--- config.mk ---
export PLATFORM = sky130hd
export DESIGN_NAME = rpk_key_ctrl
export DESIGN_NICKNAME = d
export VERILOG_FILES = /design/src/rpk_pkg.sv /design/src/rpk_key_ctrl.sv
export SDC_FILE = /design/constraint.sdc
export NUM_CORES = 1
export LEC_CHECK = 0
export BUFFER_PORTS_ARGS = -buffer_cell sky130_fd_sc_hd__buf_2
export CAP_MARGIN = 10
export CORE_UTILIZATION = 59
export CTS_CLUSTER_DIAMETER = 120
export CTS_CLUSTER_SIZE = 25
export DETAILED_ROUTE_END_ITERATION = 10
export GPL_TIMING_DRIVEN = 1
export PLACE_DENSITY_LB_ADDON = 0.3
export SLEW_MARGIN = 30
export SYNTH_ARGS = -nofsm -noshare
export SYNTH_HDL_FRONTEND = slang
export SYNTH_SLANG_ARGS = --single-unit
--- constraint.sdc ---
create_clock -name aclk -period 6 [get_ports aclk]
set_input_delay 1.8 -clock aclk [delete_from_list [all_inputs] [get_ports aclk]]
set_output_delay 1.8 -clock aclk [all_outputs]
set_load 0.01 [all_outputs]
--- src/rpk_pkg.sv ---
// Constants shared by the radar panel key controller.
// Assumes a 10 MHz system clock and a 32-bit AXI4-Lite register bus.
package rpk_pkg;

  // Clock and timing
  localparam int unsigned CLK_HZ          = 10_000_000;
  localparam int unsigned TICK_US         = 1000;
  localparam int unsigned TICK_CYCLES     = CLK_HZ / 1_000_000 * TICK_US;
  localparam int unsigned WARMUP_S        = 90;
  localparam int unsigned WARMUP_TICKS    = WARMUP_S * 1000_000 / TICK_US;
  localparam int unsigned DEBOUNCE_TICKS  = 4;
  localparam int unsigned REPEAT_DELAY_MS = 500;
  localparam int unsigned REPEAT_RATE_MS  = 100;

  // Key indices on the keypad bus
  localparam int NUM_KEYS     = 21;
  localparam int K_STANDBY    = 0;
  localparam int K_TRANSMIT   = 1;
  localparam int K_TUNE       = 2;
  localparam int K_GAIN       = 3;
  localparam int K_SEA        = 4;
  localparam int K_BEARING    = 5;
  localparam int K_MARKER     = 6;
  localparam int K_RANGE      = 7;
  localparam int K_BACKLIGHT  = 8;
  localparam int K_LATLON     = 9;
  localparam int K_HEADING    = 10;
  localparam int K_ENLARGE    = 11;
  localparam int K_IR         = 12;
  localparam int K_CONTRAST   = 13;
  localparam int K_RINGS      = 14;
  localparam int K_OFFSET     = 15;
  localparam int K_RAIN       = 16;
  localparam int K_HOLD       = 17;
  localparam int K_ALARM      = 18;
  localparam int K_UP         = 19;
  localparam int K_DOWN       = 20;

  // Adjustment values
  localparam int unsigned BEARING_FULL   = 360;
  localparam logic [8:0]  BEARING_FINE   = 9'h001;
  localparam logic [8:0]  BEARING_COARSE = 9'h00A;
  localparam logic [7:0]  LEVEL_MAX      = 8'hFF;
  localparam logic [7:0]  LEVEL_RESET    = 8'h80;
  localparam logic [4:0]  SEA_MAX        = 5'h1F;
  localparam logic [6:0]  SEA_LIMIT      = 7'h60;
  localparam logic [1:0]  BACKLIGHT_LAST = 2'h3;

  // Register byte offsets
  localparam logic [7:0] REG_CTRL   = 8'h00;
  localparam logic [7:0] REG_KEYINJ = 8'h04;
  localparam logic [7:0] REG_STATUS = 8'h08;
  localparam logic [7:0] REG_LEVELS = 8'h0C;
  localparam logic [7:0] REG_MARKS  = 8'h10;
  localparam logic [1:0] RESP_OKAY  = 2'h0;
  localparam logic [1:0] RESP_SLVERR = 2'h2;

  typedef enum logic [3:0] {
    PWR_OFF  = 4'b0001,
    PWR_WARM = 4'b0010,
    PWR_STBY = 4'b0100,
    PWR_XMIT = 4'b1000
  } rpk_pwr_e;

  typedef enum logic [7:0] {
    SEL_TUNE     = 8'b00000001,
    SEL_GAIN     = 8'b00000010,
    SEL_SEA      = 8'b00000100,
    SEL_BEARING  = 8'b00001000,
    SEL_MARKER   = 8'b00010000,
    SEL_RANGE    = 8'b00100000,
    SEL_CONTRAST = 8'b01000000,
    SEL_ALARM    = 8'b10000000
  } rpk_sel_e;

  localparam logic [1:0] GUARD_OFF  = 2'h0;
  localparam logic [1:0] GUARD_FULL = 2'h1;
  localparam logic [1:0] GUARD_AHEAD = 2'h2;

endpackage

--- src/rpk_key_ctrl.sv ---
// Radar front-panel key interpreter with AXI4-Lite status and control.
// Assumes active-low keypad pins from outside the clock domain and
// video-side inputs (zone hit, echo range) on the system clock.
// Summary of operation
// - Standby key from off powers up, shows banner
// - After warm-up, banner replaced by ready
// - Transmit key when ready enables transmitter
// - Standby key while transmitting returns to standby
// - Both power keys together switch everything off
// - Tune key selects tuning, bar graph follows
// - Gain key selects gain, up/down step it
// - Bearing line: 1 degree steps, coarse when held
// - Range marker readout, ring only below range
// - Range item steps through range scales
// - Backlight key cycles off and three levels
// - Position key toggles readout, navigator not checked
// - Heading marker hidden while key held, and outside standby and transmit
// - Interference reject toggles with indicator
// - Enlarge, rings, rain suppression each toggle
// - Offset key toggles quarter-radius downward shift
// - Hold key freezes picture while held
// - Guard zone cycles full, ahead, off; ranged
// - Target inside set guard zone sounds alarm while transmitting
// - Sea suppression adjustable in 32 steps
// - Sea suppression tapers to nothing by three miles
// - Contrast key selects contrast adjustment
`timescale 1ns/1ps
`default_nettype none
module rpk_key_ctrl
  import rpk_pkg::*;
#(
  parameter int unsigned TICK_LEN    = rpk_pkg::TICK_CYCLES,
  parameter int unsigned WARMUP_LEN  = rpk_pkg::WARMUP_TICKS,
  parameter int unsigned RANGE_SCALES = 8
) (
  // Clock and reset
  input  wire logic        aclk,
  input  wire logic        aresetn,
  // Keypad pins, active low
  input  wire logic [rpk_pkg::NUM_KEYS-1:0] key_n,
  // System inputs
  input  wire logic        nav_present,
  input  wire logic        target_in_zone,
  input  wire logic [6:0]  echo_range,
  // Power and transmitter
  output logic             unit_power_on,
  output logic             transmit_enable,
  output logic             show_targets,
  output logic             banner_warmup,
  output logic             banner_ready,
  output logic             banner_standby,
  // Overlay
  output logic      [7:0]  select_marker,
  output logic      [7:0]  bargraph_value,
  output logic      [8:0]  bearing_value,
  output logic             bearing_line_on,
  output logic      [7:0]  marker_value,
  output logic             marker_readout_on,
  output logic             marker_ring_on,
  output logic      [2:0]  range_scale,
  output logic      [1:0]  backlight_level,
  output logic             latlon_on,
  output logic             heading_marker_on,
  output logic             ir_on,
  output logic             enlarge_on,
  output logic             rings_on,
  output logic             rain_on,
  output logic             offset_on,
  output logic             picture_freeze,
  output logic      [1:0]  guard_mode,
  output logic      [7:0]  guard_range,
  output logic             alarm_sound,
  // Receiver settings
  output logic      [7:0]  tune_level,
  output logic      [7:0]  gain_level,
  output logic      [7:0]  contrast_level,
  output logic      [4:0]  sea_level,
  output logic      [11:0] sea_taper,
  // AXI4-Lite slave
  input  wire logic [7:0]  s_axi_awaddr,
  input  wire logic        s_axi_awvalid,
  output logic             s_axi_awready,
  input  wire logic [31:0] s_axi_wdata,
  input  wire logic [3:0]  s_axi_wstrb,
  input  wire logic        s_axi_wvalid,
  output logic             s_axi_wready,
  output logic      [1:0]  s_axi_bresp,
  output logic             s_axi_bvalid,
  input  wire logic        s_axi_bready,
  input  wire logic [7:0]  s_axi_araddr,
  input  wire logic        s_axi_arvalid,
  output logic             s_axi_arready,
  output logic      [31:0] s_axi_rdata,
  output logic      [1:0]  s_axi_rresp,
  output logic             s_axi_rvalid,
  input  wire logic        s_axi_rready
);
  import rpk_pkg::*;

  localparam int TW = $clog2(TICK_LEN + 1);
  localparam int WW = $clog2(WARMUP_LEN + 1);

  rpk_pwr_e           pwr_reg;
  rpk_sel_e           sel_reg;
  logic [TW-1:0]      tick_cnt_reg;
  logic               tick;
  logic [WW-1:0]      warm_cnt_reg;
  logic [NUM_KEYS-1:0] sync1_reg, sync2_reg, deb_reg, deb_prev_reg;
  logic [NUM_KEYS-1:0] press, hw_press;
  logic [NUM_KEYS-1:0] inject_reg;
  logic               ctrl_keys_en_reg;
  logic [9:0]         rep_cnt_reg;
  logic               rep_tick;
  logic               step_up, step_down, coarse;
  logic               both_power, active;

  // Millisecond tick divider
  always_ff @(posedge aclk) begin
    if (!aresetn || tick_cnt_reg == TW'(TICK_LEN - 1)) begin
      tick_cnt_reg <= '0;
    end else begin
      tick_cnt_reg <= tick_cnt_reg + TW'(1);
    end
  end
  assign tick = (tick_cnt_reg == TW'(TICK_LEN - 1));

  // Synchronise, debounce and edge-detect every key
  always_ff @(posedge aclk) begin
    if (!aresetn) begin
      sync1_reg    <= '0;
      sync2_reg    <= '0;
      deb_prev_reg <= '0;
    end else begin
      sync1_reg    <= ~key_n;
      sync2_reg    <= sync1_reg;
      deb_prev_reg <= deb_reg;
    end
  end

  genvar gi;
  generate
    for (gi = 0; gi < NUM_KEYS; gi++) begin : g_deb
      logic [DEBOUNCE_TICKS-1:0] hist_reg;
      // Level only moves after a full window of agreeing samples
      always_ff @(posedge aclk) begin
        if (!aresetn) begin
          hist_reg      <= '0;
          deb_reg[gi]   <= 1'b0;
        end else if (tick) begin
          hist_reg <= {hist_reg[DEBOUNCE_TICKS-2:0], sync2_reg[gi]};
          if (&hist_reg) begin
            deb_reg[gi] <= 1'b1;
          end else if (~|hist_reg) begin
            deb_reg[gi] <= 1'b0;
          end
        end
      end
    end
  endgenerate

  assign hw_press = deb_reg & ~deb_prev_reg;
  assign press    = (ctrl_keys_en_reg ? hw_press : '0) | inject_reg;

  // Auto-repeat while up or down stays held
  always_ff @(posedge aclk) begin
    if (!aresetn || !(deb_reg[K_UP] ^ deb_reg[K_DOWN])) begin
      rep_cnt_reg <= '0;
    end else if (tick) begin
      if (rep_cnt_reg == 10'(REPEAT_DELAY_MS)) begin
        rep_cnt_reg <= 10'(REPEAT_DELAY_MS - REPEAT_RATE_MS);
      end else begin
        rep_cnt_reg <= rep_cnt_reg + 10'h001;
      end
    end
  end
  assign rep_tick  = tick && rep_cnt_reg == 10'(REPEAT_DELAY_MS);
  assign coarse    = rep_tick;
  assign step_up   = active && (press[K_UP] || (rep_tick && deb_reg[K_UP]));
  assign step_down = active &&
                     (press[K_DOWN] || (rep_tick && deb_reg[K_DOWN]));

  // Power pair: one pressed while the other is down, or both pressed in one cycle
  assign both_power = (press[K_STANDBY] && (deb_reg[K_TRANSMIT] ||
                       press[K_TRANSMIT])) ||
                      (press[K_TRANSMIT] && deb_reg[K_STANDBY]);
  assign active = (pwr_reg == PWR_STBY) || (pwr_reg == PWR_XMIT);

  // Power state machine
  always_ff @(posedge aclk) begin
    if (!aresetn) begin
      pwr_reg <= PWR_OFF;
    end else if (both_power) begin
      pwr_reg <= PWR_OFF;
    end else begin
      case (pwr_reg)
        PWR_OFF:  if (press[K_STANDBY]) pwr_reg <= PWR_WARM;
        PWR_WARM: if (tick && warm_cnt_reg == WW'(WARMUP_LEN - 1))
                    pwr_reg <= PWR_STBY;
        PWR_STBY: if (press[K_TRANSMIT]) pwr_reg <= PWR_XMIT;
        PWR_XMIT: if (press[K_STANDBY]) pwr_reg <= PWR_STBY;
        default:  pwr_reg <= PWR_OFF;
      endcase
    end
  end

  always_ff @(posedge aclk) begin
    if (!aresetn || pwr_reg != PWR_WARM) begin
      warm_cnt_reg <= '0;
    end else if (tick) begin
      warm_cnt_reg <= warm_cnt_reg + WW'(1);
    end
  end

  // Standby banner once the transmitter has been stood down
  always_ff @(posedge aclk) begin
    if (!aresetn || pwr_reg != PWR_STBY) begin
      banner_standby <= 1'b0;
    end else begin
      banner_standby <= banner_standby || banner_ready == 1'b0;
    end
  end

  always_ff @(posedge aclk) begin
    if (!aresetn) begin
      banner_ready <= 1'b0;
    end else if (pwr_reg == PWR_OFF || both_power) begin
      banner_ready <= 1'b0;
    end else if (pwr_reg == PWR_WARM) begin
      banner_ready <= tick && warm_cnt_reg == WW'(WARMUP_LEN - 1);
    end else if (pwr_reg == PWR_XMIT) begin
      banner_ready <= 1'b0;
    end
  end

  assign unit_power_on   = (pwr_reg != PWR_OFF);
  assign banner_warmup   = (pwr_reg == PWR_WARM);
  assign transmit_enable = (pwr_reg == PWR_XMIT);
  assign show_targets    = (pwr_reg == PWR_XMIT);

  // Selection of the up/down target
  always_ff @(posedge aclk) begin
    if (!aresetn) begin
      sel_reg <= SEL_TUNE;
    end else if (active) begin
      if (press[K_TUNE])          sel_reg <= SEL_TUNE;
      else if (press[K_GAIN])     sel_reg <= SEL_GAIN;
      else if (press[K_SEA])      sel_reg <= SEL_SEA;
      else if (press[K_BEARING])  sel_reg <= SEL_BEARING;
      else if (press[K_MARKER])   sel_reg <= SEL_MARKER;
      else if (press[K_RANGE])    sel_reg <= SEL_RANGE;
      else if (press[K_CONTRAST]) sel_reg <= SEL_CONTRAST;
      else if (press[K_ALARM])    sel_reg <= SEL_ALARM;
    end
  end
  assign select_marker = sel_reg;

  // Saturating 8-bit step helper
  function automatic logic [7:0] step8(input logic [7:0] v,
                                        input logic up, input logic dn);
    logic [7:0] r;
    r = v;
    if (up && v != LEVEL_MAX) r = v + 8'h01;
    else if (dn && v != 8'h00) r = v - 8'h01;
    return r;
  endfunction

  // Level adjustments
  always_ff @(posedge aclk) begin
    if (!aresetn) begin
      tune_level     <= LEVEL_RESET;
      gain_level     <= LEVEL_RESET;
      contrast_level <= LEVEL_RESET;
      marker_value   <= 8'h00;
      guard_range    <= 8'h00;
      sea_level      <= 5'h00;
      range_scale    <= 3'h0;
    end else begin
      case (sel_reg)
        SEL_TUNE:     tune_level <= step8(tune_level, step_up,
                                          step_down);
        SEL_GAIN:     gain_level <= step8(gain_level, step_up,
                                          step_down);
        SEL_CONTRAST: contrast_level <= step8(contrast_level, step_up,
                                              step_down);
        SEL_MARKER:   if (marker_readout_on)
                        marker_value <= step8(marker_value, step_up,
                                              step_down);
        SEL_ALARM:    if (guard_mode != GUARD_OFF)
                        guard_range <= step8(guard_range, step_up,
                                             step_down);
        SEL_SEA: begin
          if (step_up && sea_level != SEA_MAX)
            sea_level <= sea_level + 5'h01;
          else if (step_down && sea_level != 5'h00)
            sea_level <= sea_level - 5'h01;
        end
        SEL_RANGE: begin
          // Scales step on presses only; repeat would overshoot
          if (press[K_UP] && active &&
              range_scale != 3'(RANGE_SCALES - 1))
            range_scale <= range_scale + 3'h1;
          else if (press[K_DOWN] && active && range_scale != 3'h0)
            range_scale <= range_scale - 3'h1;
        end
        default: ;
      endcase
    end
  end

  assign bargraph_value = (sel_reg == SEL_GAIN)     ? gain_level :
                          (sel_reg == SEL_CONTRAST) ? contrast_level :
                          (sel_reg == SEL_SEA)      ? {sea_level, 3'h0} :
                                                      tune_level;

  // Bearing line, wraps through a full circle
  logic [8:0] bstep;
  assign bstep = coarse ? BEARING_COARSE : BEARING_FINE;
  always_ff @(posedge aclk) begin
    if (!aresetn || !unit_power_on) begin
      bearing_value   <= 9'h000;
      bearing_line_on <= 1'b0;
    end else begin
      if (active && press[K_BEARING])
        bearing_line_on <= !(bearing_line_on &&
                             sel_reg == SEL_BEARING);
      if (sel_reg == SEL_BEARING && bearing_line_on) begin
        if (step_up) begin
          if (bearing_value + bstep >= 9'(BEARING_FULL))
            bearing_value <= bearing_value + bstep - 9'(BEARING_FULL);
          else
            bearing_value <= bearing_value + bstep;
        end else if (step_down) begin
          if (bearing_value < bstep)
            bearing_value <= bearing_value + 9'(BEARING_FULL) - bstep;
          else
            bearing_value <= bearing_value - bstep;
        end
      end
    end
  end

  // Toggles and cycling options; all cleared when switched off
  always_ff @(posedge aclk) begin
    if (!aresetn || !unit_power_on) begin
      marker_readout_on <= 1'b0;
      backlight_level   <= 2'h0;
      latlon_on         <= 1'b0;
      ir_on             <= 1'b0;
      enlarge_on        <= 1'b0;
      rings_on          <= 1'b0;
      rain_on           <= 1'b0;
      offset_on         <= 1'b0;
      guard_mode        <= GUARD_OFF;
    end else if (active) begin
      if (press[K_MARKER])
        marker_readout_on <= !(marker_readout_on &&
                               sel_reg == SEL_MARKER);
      if (press[K_BACKLIGHT])
        backlight_level <= (backlight_level == BACKLIGHT_LAST) ? 2'h0 :
                           backlight_level + 2'h1;
      if (press[K_LATLON])  latlon_on  <= !latlon_on;
      if (press[K_IR])      ir_on      <= !ir_on;
      if (press[K_ENLARGE]) enlarge_on <= !enlarge_on;
      if (press[K_RINGS])   rings_on   <= !rings_on;
      if (press[K_RAIN])    rain_on    <= !rain_on;
      if (press[K_OFFSET])  offset_on  <= !offset_on;
      if (press[K_ALARM])
        guard_mode <= (guard_mode == GUARD_OFF)  ? GUARD_FULL :
                      (guard_mode == GUARD_FULL) ? GUARD_AHEAD :
                                                   GUARD_OFF;
    end
  end

  // Ring only drawn when the marker lies inside the displayed range
  assign marker_ring_on = marker_readout_on &&
                          ({range_scale, 5'h1F} > marker_value);
  assign heading_marker_on = active && !deb_reg[K_HEADING];
  assign picture_freeze    = active && deb_reg[K_HOLD];

  // Guard alarm and sea taper, registered outputs
  always_ff @(posedge aclk) begin
    if (!aresetn) begin
      alarm_sound <= 1'b0;
      sea_taper   <= 12'h000;
    end else begin
      alarm_sound <= transmit_enable && guard_mode != GUARD_OFF &&
                     target_in_zone;
      if (echo_range >= SEA_LIMIT)
        sea_taper <= 12'h000;
      else
        sea_taper <= 12'(sea_level) *
                     (12'(SEA_LIMIT) - 12'(echo_range));
    end
  end

  // AXI4-Lite write path: address and data taken in either order
  logic        aw_got_reg, w_got_reg;
  logic [7:0]  aw_addr_reg;
  logic [31:0] w_data_reg;
  logic [3:0]  w_strb_reg;
  logic        wr_fire;

  assign s_axi_awready = !aw_got_reg && !s_axi_bvalid;
  assign s_axi_wready  = !w_got_reg && !s_axi_bvalid;
  assign wr_fire       = aw_got_reg && w_got_reg && !s_axi_bvalid;

  always_ff @(posedge aclk) begin
    if (!aresetn) begin
      aw_got_reg   <= 1'b0;
      w_got_reg    <= 1'b0;
      aw_addr_reg  <= 8'h00;
      w_data_reg   <= 32'h0000_0000;
      w_strb_reg   <= 4'h0;
      s_axi_bvalid <= 1'b0;
      s_axi_bresp  <= RESP_OKAY;
    end else begin
      if (s_axi_awvalid && s_axi_awready) begin
        aw_got_reg  <= 1'b1;
        aw_addr_reg <= s_axi_awaddr;
      end
      if (s_axi_wvalid && s_axi_wready) begin
        w_got_reg  <= 1'b1;
        w_data_reg <= s_axi_wdata;
        w_strb_reg <= s_axi_wstrb;
      end
      if (wr_fire) begin
        aw_got_reg   <= 1'b0;
        w_got_reg    <= 1'b0;
        s_axi_bvalid <= 1'b1;
        s_axi_bresp  <= (aw_addr_reg == REG_CTRL ||
                         aw_addr_reg == REG_KEYINJ) ? RESP_OKAY :
                                                      RESP_SLVERR;
      end else if (s_axi_bready) begin
        s_axi_bvalid <= 1'b0;
      end
    end
  end

  // Control register and one-cycle injected key presses
  always_ff @(posedge aclk) begin
    if (!aresetn) begin
      ctrl_keys_en_reg <= 1'b1;
      inject_reg       <= '0;
    end else begin
      inject_reg <= '0;
      if (wr_fire && aw_addr_reg == REG_CTRL && w_strb_reg[0]) begin
        ctrl_keys_en_reg <= w_data_reg[0];
      end else if (wr_fire && aw_addr_reg == REG_KEYINJ) begin
        inject_reg <= w_data_reg[NUM_KEYS-1:0];
      end
    end
  end

  // AXI4-Lite read path, answer one cycle after the address
  always_ff @(posedge aclk) begin
    if (!aresetn) begin
      s_axi_rvalid <= 1'b0;
      s_axi_rdata  <= 32'h0000_0000;
      s_axi_rresp  <= RESP_OKAY;
    end else if (s_axi_arvalid && s_axi_arready) begin
      s_axi_rvalid <= 1'b1;
      s_axi_rresp  <= RESP_OKAY;
      if (s_axi_araddr == REG_CTRL) begin
        s_axi_rdata <= {31'h0, ctrl_keys_en_reg};
      end else if (s_axi_araddr == REG_KEYINJ) begin
        s_axi_rdata <= 32'h0000_0000;
      end else if (s_axi_araddr == REG_STATUS) begin
        s_axi_rdata <= {nav_present, alarm_sound, guard_mode,
                        offset_on, rain_on, rings_on, enlarge_on,
                        ir_on, latlon_on, backlight_level,
                        sel_reg, banner_standby, banner_ready,
                        pwr_reg, 6'h00};
      end else if (s_axi_araddr == REG_LEVELS) begin
        s_axi_rdata <= {tune_level, gain_level, contrast_level,
                        3'h0, sea_level};
      end else if (s_axi_araddr == REG_MARKS) begin
        s_axi_rdata <= {bearing_value, marker_value, guard_range,
                        range_scale, 4'h0};
      end else begin
        s_axi_rdata <= 32'h0000_0000;
        s_axi_rresp <= RESP_SLVERR;
      end
    end else if (s_axi_rready) begin
      s_axi_rvalid <= 1'b0;
    end
  end
  assign s_axi_arready = !s_axi_rvalid;

endmodule // rpk_key_ctrl
`default_nettype wire

* After elaboration in Yosys (flattened, before gate mapping)
Index checks and enable logic that the tools add are counted.
W data, S select, Z words.
** Storage, ports and cells
- Register bits :: 397
- Bits of input ports :: 89
- Output and inout port bits :: 148
** Operators by class
- Add/sub/neg operators :: 24
- Multipliers :: 1
- Magnitude comparators :: 4
- Eq/ne operators :: 57
- Muxes and demuxes :: 99
- Bitwise operators :: 8
- Reductions and logical operators :: 181
** Operators by type and width (number)
- $mux W8 :: 21
- $mux W32 :: 5
- $reduce_and A4 Y1 :: 22
- $reduce_or A4 Y1 :: 21
- $reduce_and A2 Y1 :: 37
- $mux W1 :: 48
- $reduce_bool A8 Y1 :: 6
- $ne A2 B2 Y1 const B :: 23
- $logic_and A1 B1 Y1 :: 42
- $not A21 Y21 :: 2
- $add A8 B1 Y8 const B :: 5
- $ne A8 B8 Y1 const B :: 5
- $sub A8 B1 Y8 const B :: 5
- $mux W9 :: 4
- $eq A8 B3 Y1 const B :: 3
- $eq A8 B4 Y1 const B :: 3
- $reduce_bool A2 Y1 :: 12
- $and A21 B21 Y21 :: 1
- $mux W21 :: 1
- $or A21 B21 Y21 :: 1
- $mux W4 :: 5
- $mux W2 :: 9
- $sub A9 B4 Y9 :: 2
- $add A17 B1 Y17 const B :: 1
- 52 further kinds :: 90

* Longest topological paths before layout
- Word-level depth :: 12
- Gate-level depth with buffers :: 19
- Mapped depth without buffers :: 19

* Least setup slack after synthesis
OpenSTA, ideal clock, no wires.
- Kind :: in2reg
- Start point :: input echo_range[0]
- End point :: register sea_taper[11]
- Setup time :: 121 ps
- Arrival :: 5468 ps
- Required time :: 5879 ps
- Setup slack :: 410 ps
- Stages on the path :: 18
- Cells stage by stage :: nor3_1 > nor3b_1 > xnor2_1 > nor2b_1 > fa_1 > inv_1 > fa_1 > fa_1 > inv_1 > ha_1 > nor2b_1 > o21ai_0 > nand2b_1 > a21oi_1 > o21bai_1 > a31oi_1 > xnor2_1 > nor2_1
** Between the ends
- Word-level cells in the longest chain between the ends :: 2
** RTL lines
- start: declaration :: line rpk_key_ctrl.sv:44 : input wire logic [6:0] echo_range,
- $sub A7 B7 Y8 / $ge A7 B7 Y1 (equally long branches) :: line rpk_key_ctrl.sv:392, rpk_key_ctrl.sv:388
- $mul A6 B8 Y12 / $reduce_or A2 Y1 (equally long branches)
- end signal: assignment :: line rpk_key_ctrl.sv:391 : sea_taper <= 12'(sea_level) *
- end: declaration :: line rpk_key_ctrl.sv:78 : output logic [11:0] sea_taper,
Several ways; a longest one is shown, not always the timed one.
A chain may end at the register's enable or synchronous reset.

* Final worst setup path
Ends and elaborated chain as after synthesis.

==> flow_summary.yaml <==
worst_setup_path:
  reg2reg_to: "bearing_value[5]"
  critPathCaptureType: "flop"
  critical_path.cell_chain: "buf_2 > nor3_1 > nor3b_1 > xnor2_1 > nor2b_1 > fa_1 > inv_1 > fa_1 > fa_1 > inv_1 > ha_1 > nor2b_1 > o21ai_0 > nand2b_1 > a21oi_1 > o21bai_1 > a31oi_1 > xnor2_1 > nor2_1"
  crit_start: "echo_range[0]"
  cp-start-kind: "primary input"
  crit-reg2reg-launch: "rep_cnt_reg[0]"
  cp_slowest_stage_delay_ns: 0.54
  worstSetupEndpoint: "sea_taper[11]"
  critical_path.slowest_cell: "fa_1"
  critical_path_class: "in2reg"
  cp_num_buf_inv: 3
  critPathArrivalTime_ns: 5.85
  regToRegSetupSlack_ns: 1.11
  worst-r2r-cell-count: 17
  critPathRequiredTime_ns: 6.42
  cp_max_fo: 7
  path_delay_family: "adder cells"
  total_number_of_cells_along_the_worst_setup_path: 19
  critical_path.most_common_cell: "fa_1"
clock_tree:
  root_buffer: "clkbuf_16"
  tritoncts: "done"
  insertion_delay_ns: 0.53
  worst_setup_hold_path_clk_slew_ns: 0.11
  cts_h_tree_depth: 1
  cts-hold-fix-buffers: 0
  cts.repair.resized: 0
  clock_tree.buffer_depth: 3
  clock_buffer_count_from_cts: 19
  cts.repair_timing.setup_buffer_count: 0
  cts.sinks: 389
final_layout:
  net_count_of_the_finished_layout: 2525
  layout_commonest_cell: "dfxtp_1"
  final_cell_mix: "dfxtp_1 (389), nand2_1 (315), buf_2 (217)"
  flip_flop_count_of_the_largest_register_after_layout: 84
  instances_no_fill: 2728
  finish.utilization: 0.662
  post_route_cells_drive_above_1_share: 0.126
  areaGrowthSynthToFinish_pct: 9.88
floorplan:
  fp.dieArea_mm2: 0.0331
  core_mm2: 0.0317
  floorplan.initialDensity: 0.602
  rows: 65
  floorplan.die.height_um: 182
  floorplan.die.width_um: 182
  ioPinCount: 237
pwr:
  irDropWorstVdd_v: 0.000190
  p_comb_frac: 0.048
  power_frac_clock: 0.328
  power_per_cell_area_mw_per_mm2: 202
  power_frac_seq: 0.624
  switchingPower_w: 0.000944
  p_leak_nw: 8.92
  internal_power_w: 0.00329
  post-layout-total-power_w: 0.00423
  switching_share: 0.223
synth:
  synth.yosys.seq_area_share: 0.408
  synth-warning-count: 0
  synthTopCellsByArea: "dfxtp_1 (41%), nand2_1 (6.2%), ha_1 (5.0%)"
  yosys_register_bits: 389
  cell_type_with_the_largest_total_area_after_synthesis: "dfxtp_1"
  post-synth-top-area-fraction: 0.408
  synth-edff-count: 0
  synth.lib_cells_used.distinct: 75
  post_synth_inst_count: 2171
  synth.cell_area_mm2: 0.0191
  avgSynthCellArea_um2: 8.80
  postSynth.topFlopCell: "dfxtp_1"
  synthArstFlopShare: 0
global_route:
  number_of_global_route_vias_before_repair: 14916
  grt.total_usage: 0.274
  grt_start_max_net_pins: 185
  grt.busiest_layer: "met2"
  globalRoute.totalOverflow: 0
  grt_use_met2: 0.480
  grt_antenna_before_repair: 0
  grtUsageMet3: 0.0297
  global_route_track_usage_on_met1: 0.356
  grt_first_pass_wirelength_mm: 74.9
timing:
  clock-skew-final_ns: 0.0201
  timing_max_transition_violations_final: 0
  rsz0062_at_grt: "no"
  tightest_slew_ns: 1.00
  final_period_minus_worst_setup_slack_ns: 5.43
  setup-violations-final: 0
  timing.setup.tns_ns: 0
  timing.final.ws_setup_ns: 0.566
  final_hold_viol_count: 0
  achievable-frequency_mhz: 184
  slew-limit-headroom: 0.330
  post-route-period-util: 0.906
detailed_routing:
  drt_first_iter_violations: 1168
  wire_length_per_cell_after_detailed_routing_um: 16.7
  drt_first_pass_iters: 5
  detail_route.vias_per_cell: 5.81
  ant_nets_after_route: 0
  route.vias.total: 15846
  route.final.wire_length_mm: 45.6
  drc: 0
status:
  run_status: "finished clean"
placement:
  placement.setup.worst_slack_ns: 0.0474
  post-dp-hpwl_mm: 32.4
  global_placement_routability_congestion: 0.875
  placement.io_buffers: 218
  post-place-cells: 2706
worst_hold_path:
  hp-class: "reg2reg"
flow_run:
  max_cap_viol_count: 0
==> synthesized netlist by cell type, types with 25 or more instances <==
library cell / number
mux2i_1: 70
and2_1: 99
ha_1: 77
a21oi_1: 72
dfxtp_1: 389
nand2_1: 316
xnor2_1: 52
nor2b_1: 68
nand4_1: 40
a21boi_0: 111
fa_1: 33
xor2_1: 51
nor3_1: 34
clkbuf_1: 85
o21ai_0: 81
a21o_1: 29
o211ai_1: 25
nand3_1: 31
inv_1: 84
nor2_1: 152
==> kinds of logic (layout without fill, tap and decap cells) <==
kind of cell,after synthesis,count (layout),synth area share
AO/OA/AOI/OAI,428,428,0.153
multiplexers,74,74,0.0390
adder cells (fa/ha/maj),110,110,0.0850
XOR/XNOR,103,103,0.0472
AND/OR/NAND/NOR,876,876,0.229
buffers and inverters,190,343,0.0392
other,1,3,0.000196
flip-flops,389,389,0.408
==> worst register-to-register path, stage by stage, from the launching register on <==
cell and delay, ns:
dfxtp_1 0.37, inv_1 0.07, ha_1 0.14, nand4b_1 0.08, nor4b_1 0.71, nand2_1 0.42
inv_1 0.30, ha_1 0.19, inv_1 0.11, ha_1 0.25, a21oi_1 0.40, nor2_1 0.16
xnor2_1 0.21, or2_2 0.32, o32ai_1 0.58, a21oi_1 0.16, o21ba_2 0.22, a211oi_1 0.14
==> layout make-up <==
cell class                 instances  area [um2]
inverter                          85         319
tap                              402         503
sequential                       389        7790
clock buffer                      19         475
multi-input combinational       1593       10600
antenna                            1        2.50
timing repair buffer             238        1280
clock inverter                     1        16.3
fill                            2645       10700
==> routing by layer <==
metal / share of wire / routed length, um
met5: 0 / 0
met4: 0.024 / 1120
met3: 0.063 / 2850
met2: 0.48 / 21900
met1: 0.43 / 19700
==> stage by stage <==
| step | hold slack (ns) | cell area, um2 |
|---|---|---|
| global placement | 0.416 | 20400 |
| global route | 0.460 | 21000 |
| finish | 0.438 | 21000 |
| detailed placement | 0.419 | 20500 |
| floorplan | 0.412 | 19100 |
| CTS | 0.441 | 20900 |
==> power by group through the flow <==
stage | Combinational (W) | Sequential, W | Clock, W
3_5_place_dp | 0.000200 | 0.00270 | 0
4_1_cts | 0.000200 | 0.00264 | 0.00141
3_3_place_gp | 0.000195 | 0.00270 | 0
2_1_floorplan | 0.000120 | 0.00270 | 0
5_1_grt | 0.000224 | 0.00265 | 0.00151
6_report | 0.000202 | 0.00264 | 0.00139
==> how the worst min path moves through the flow <==
stage                        from            end  cells past startpoint
floorplan            sync1_reg[0]   sync2_reg[0]                      1
global placement     sync1_reg[8]   sync2_reg[8]                      1
detailed placement   sync1_reg[9]   sync2_reg[9]                      1
CTS                  sync1_reg[1]   sync2_reg[1]                      1
global route        sync1_reg[15]  sync2_reg[15]                      1
finish               sync1_reg[2]   sync2_reg[2]                      1
Note: power is estimated with default switching activity, not from simulation.
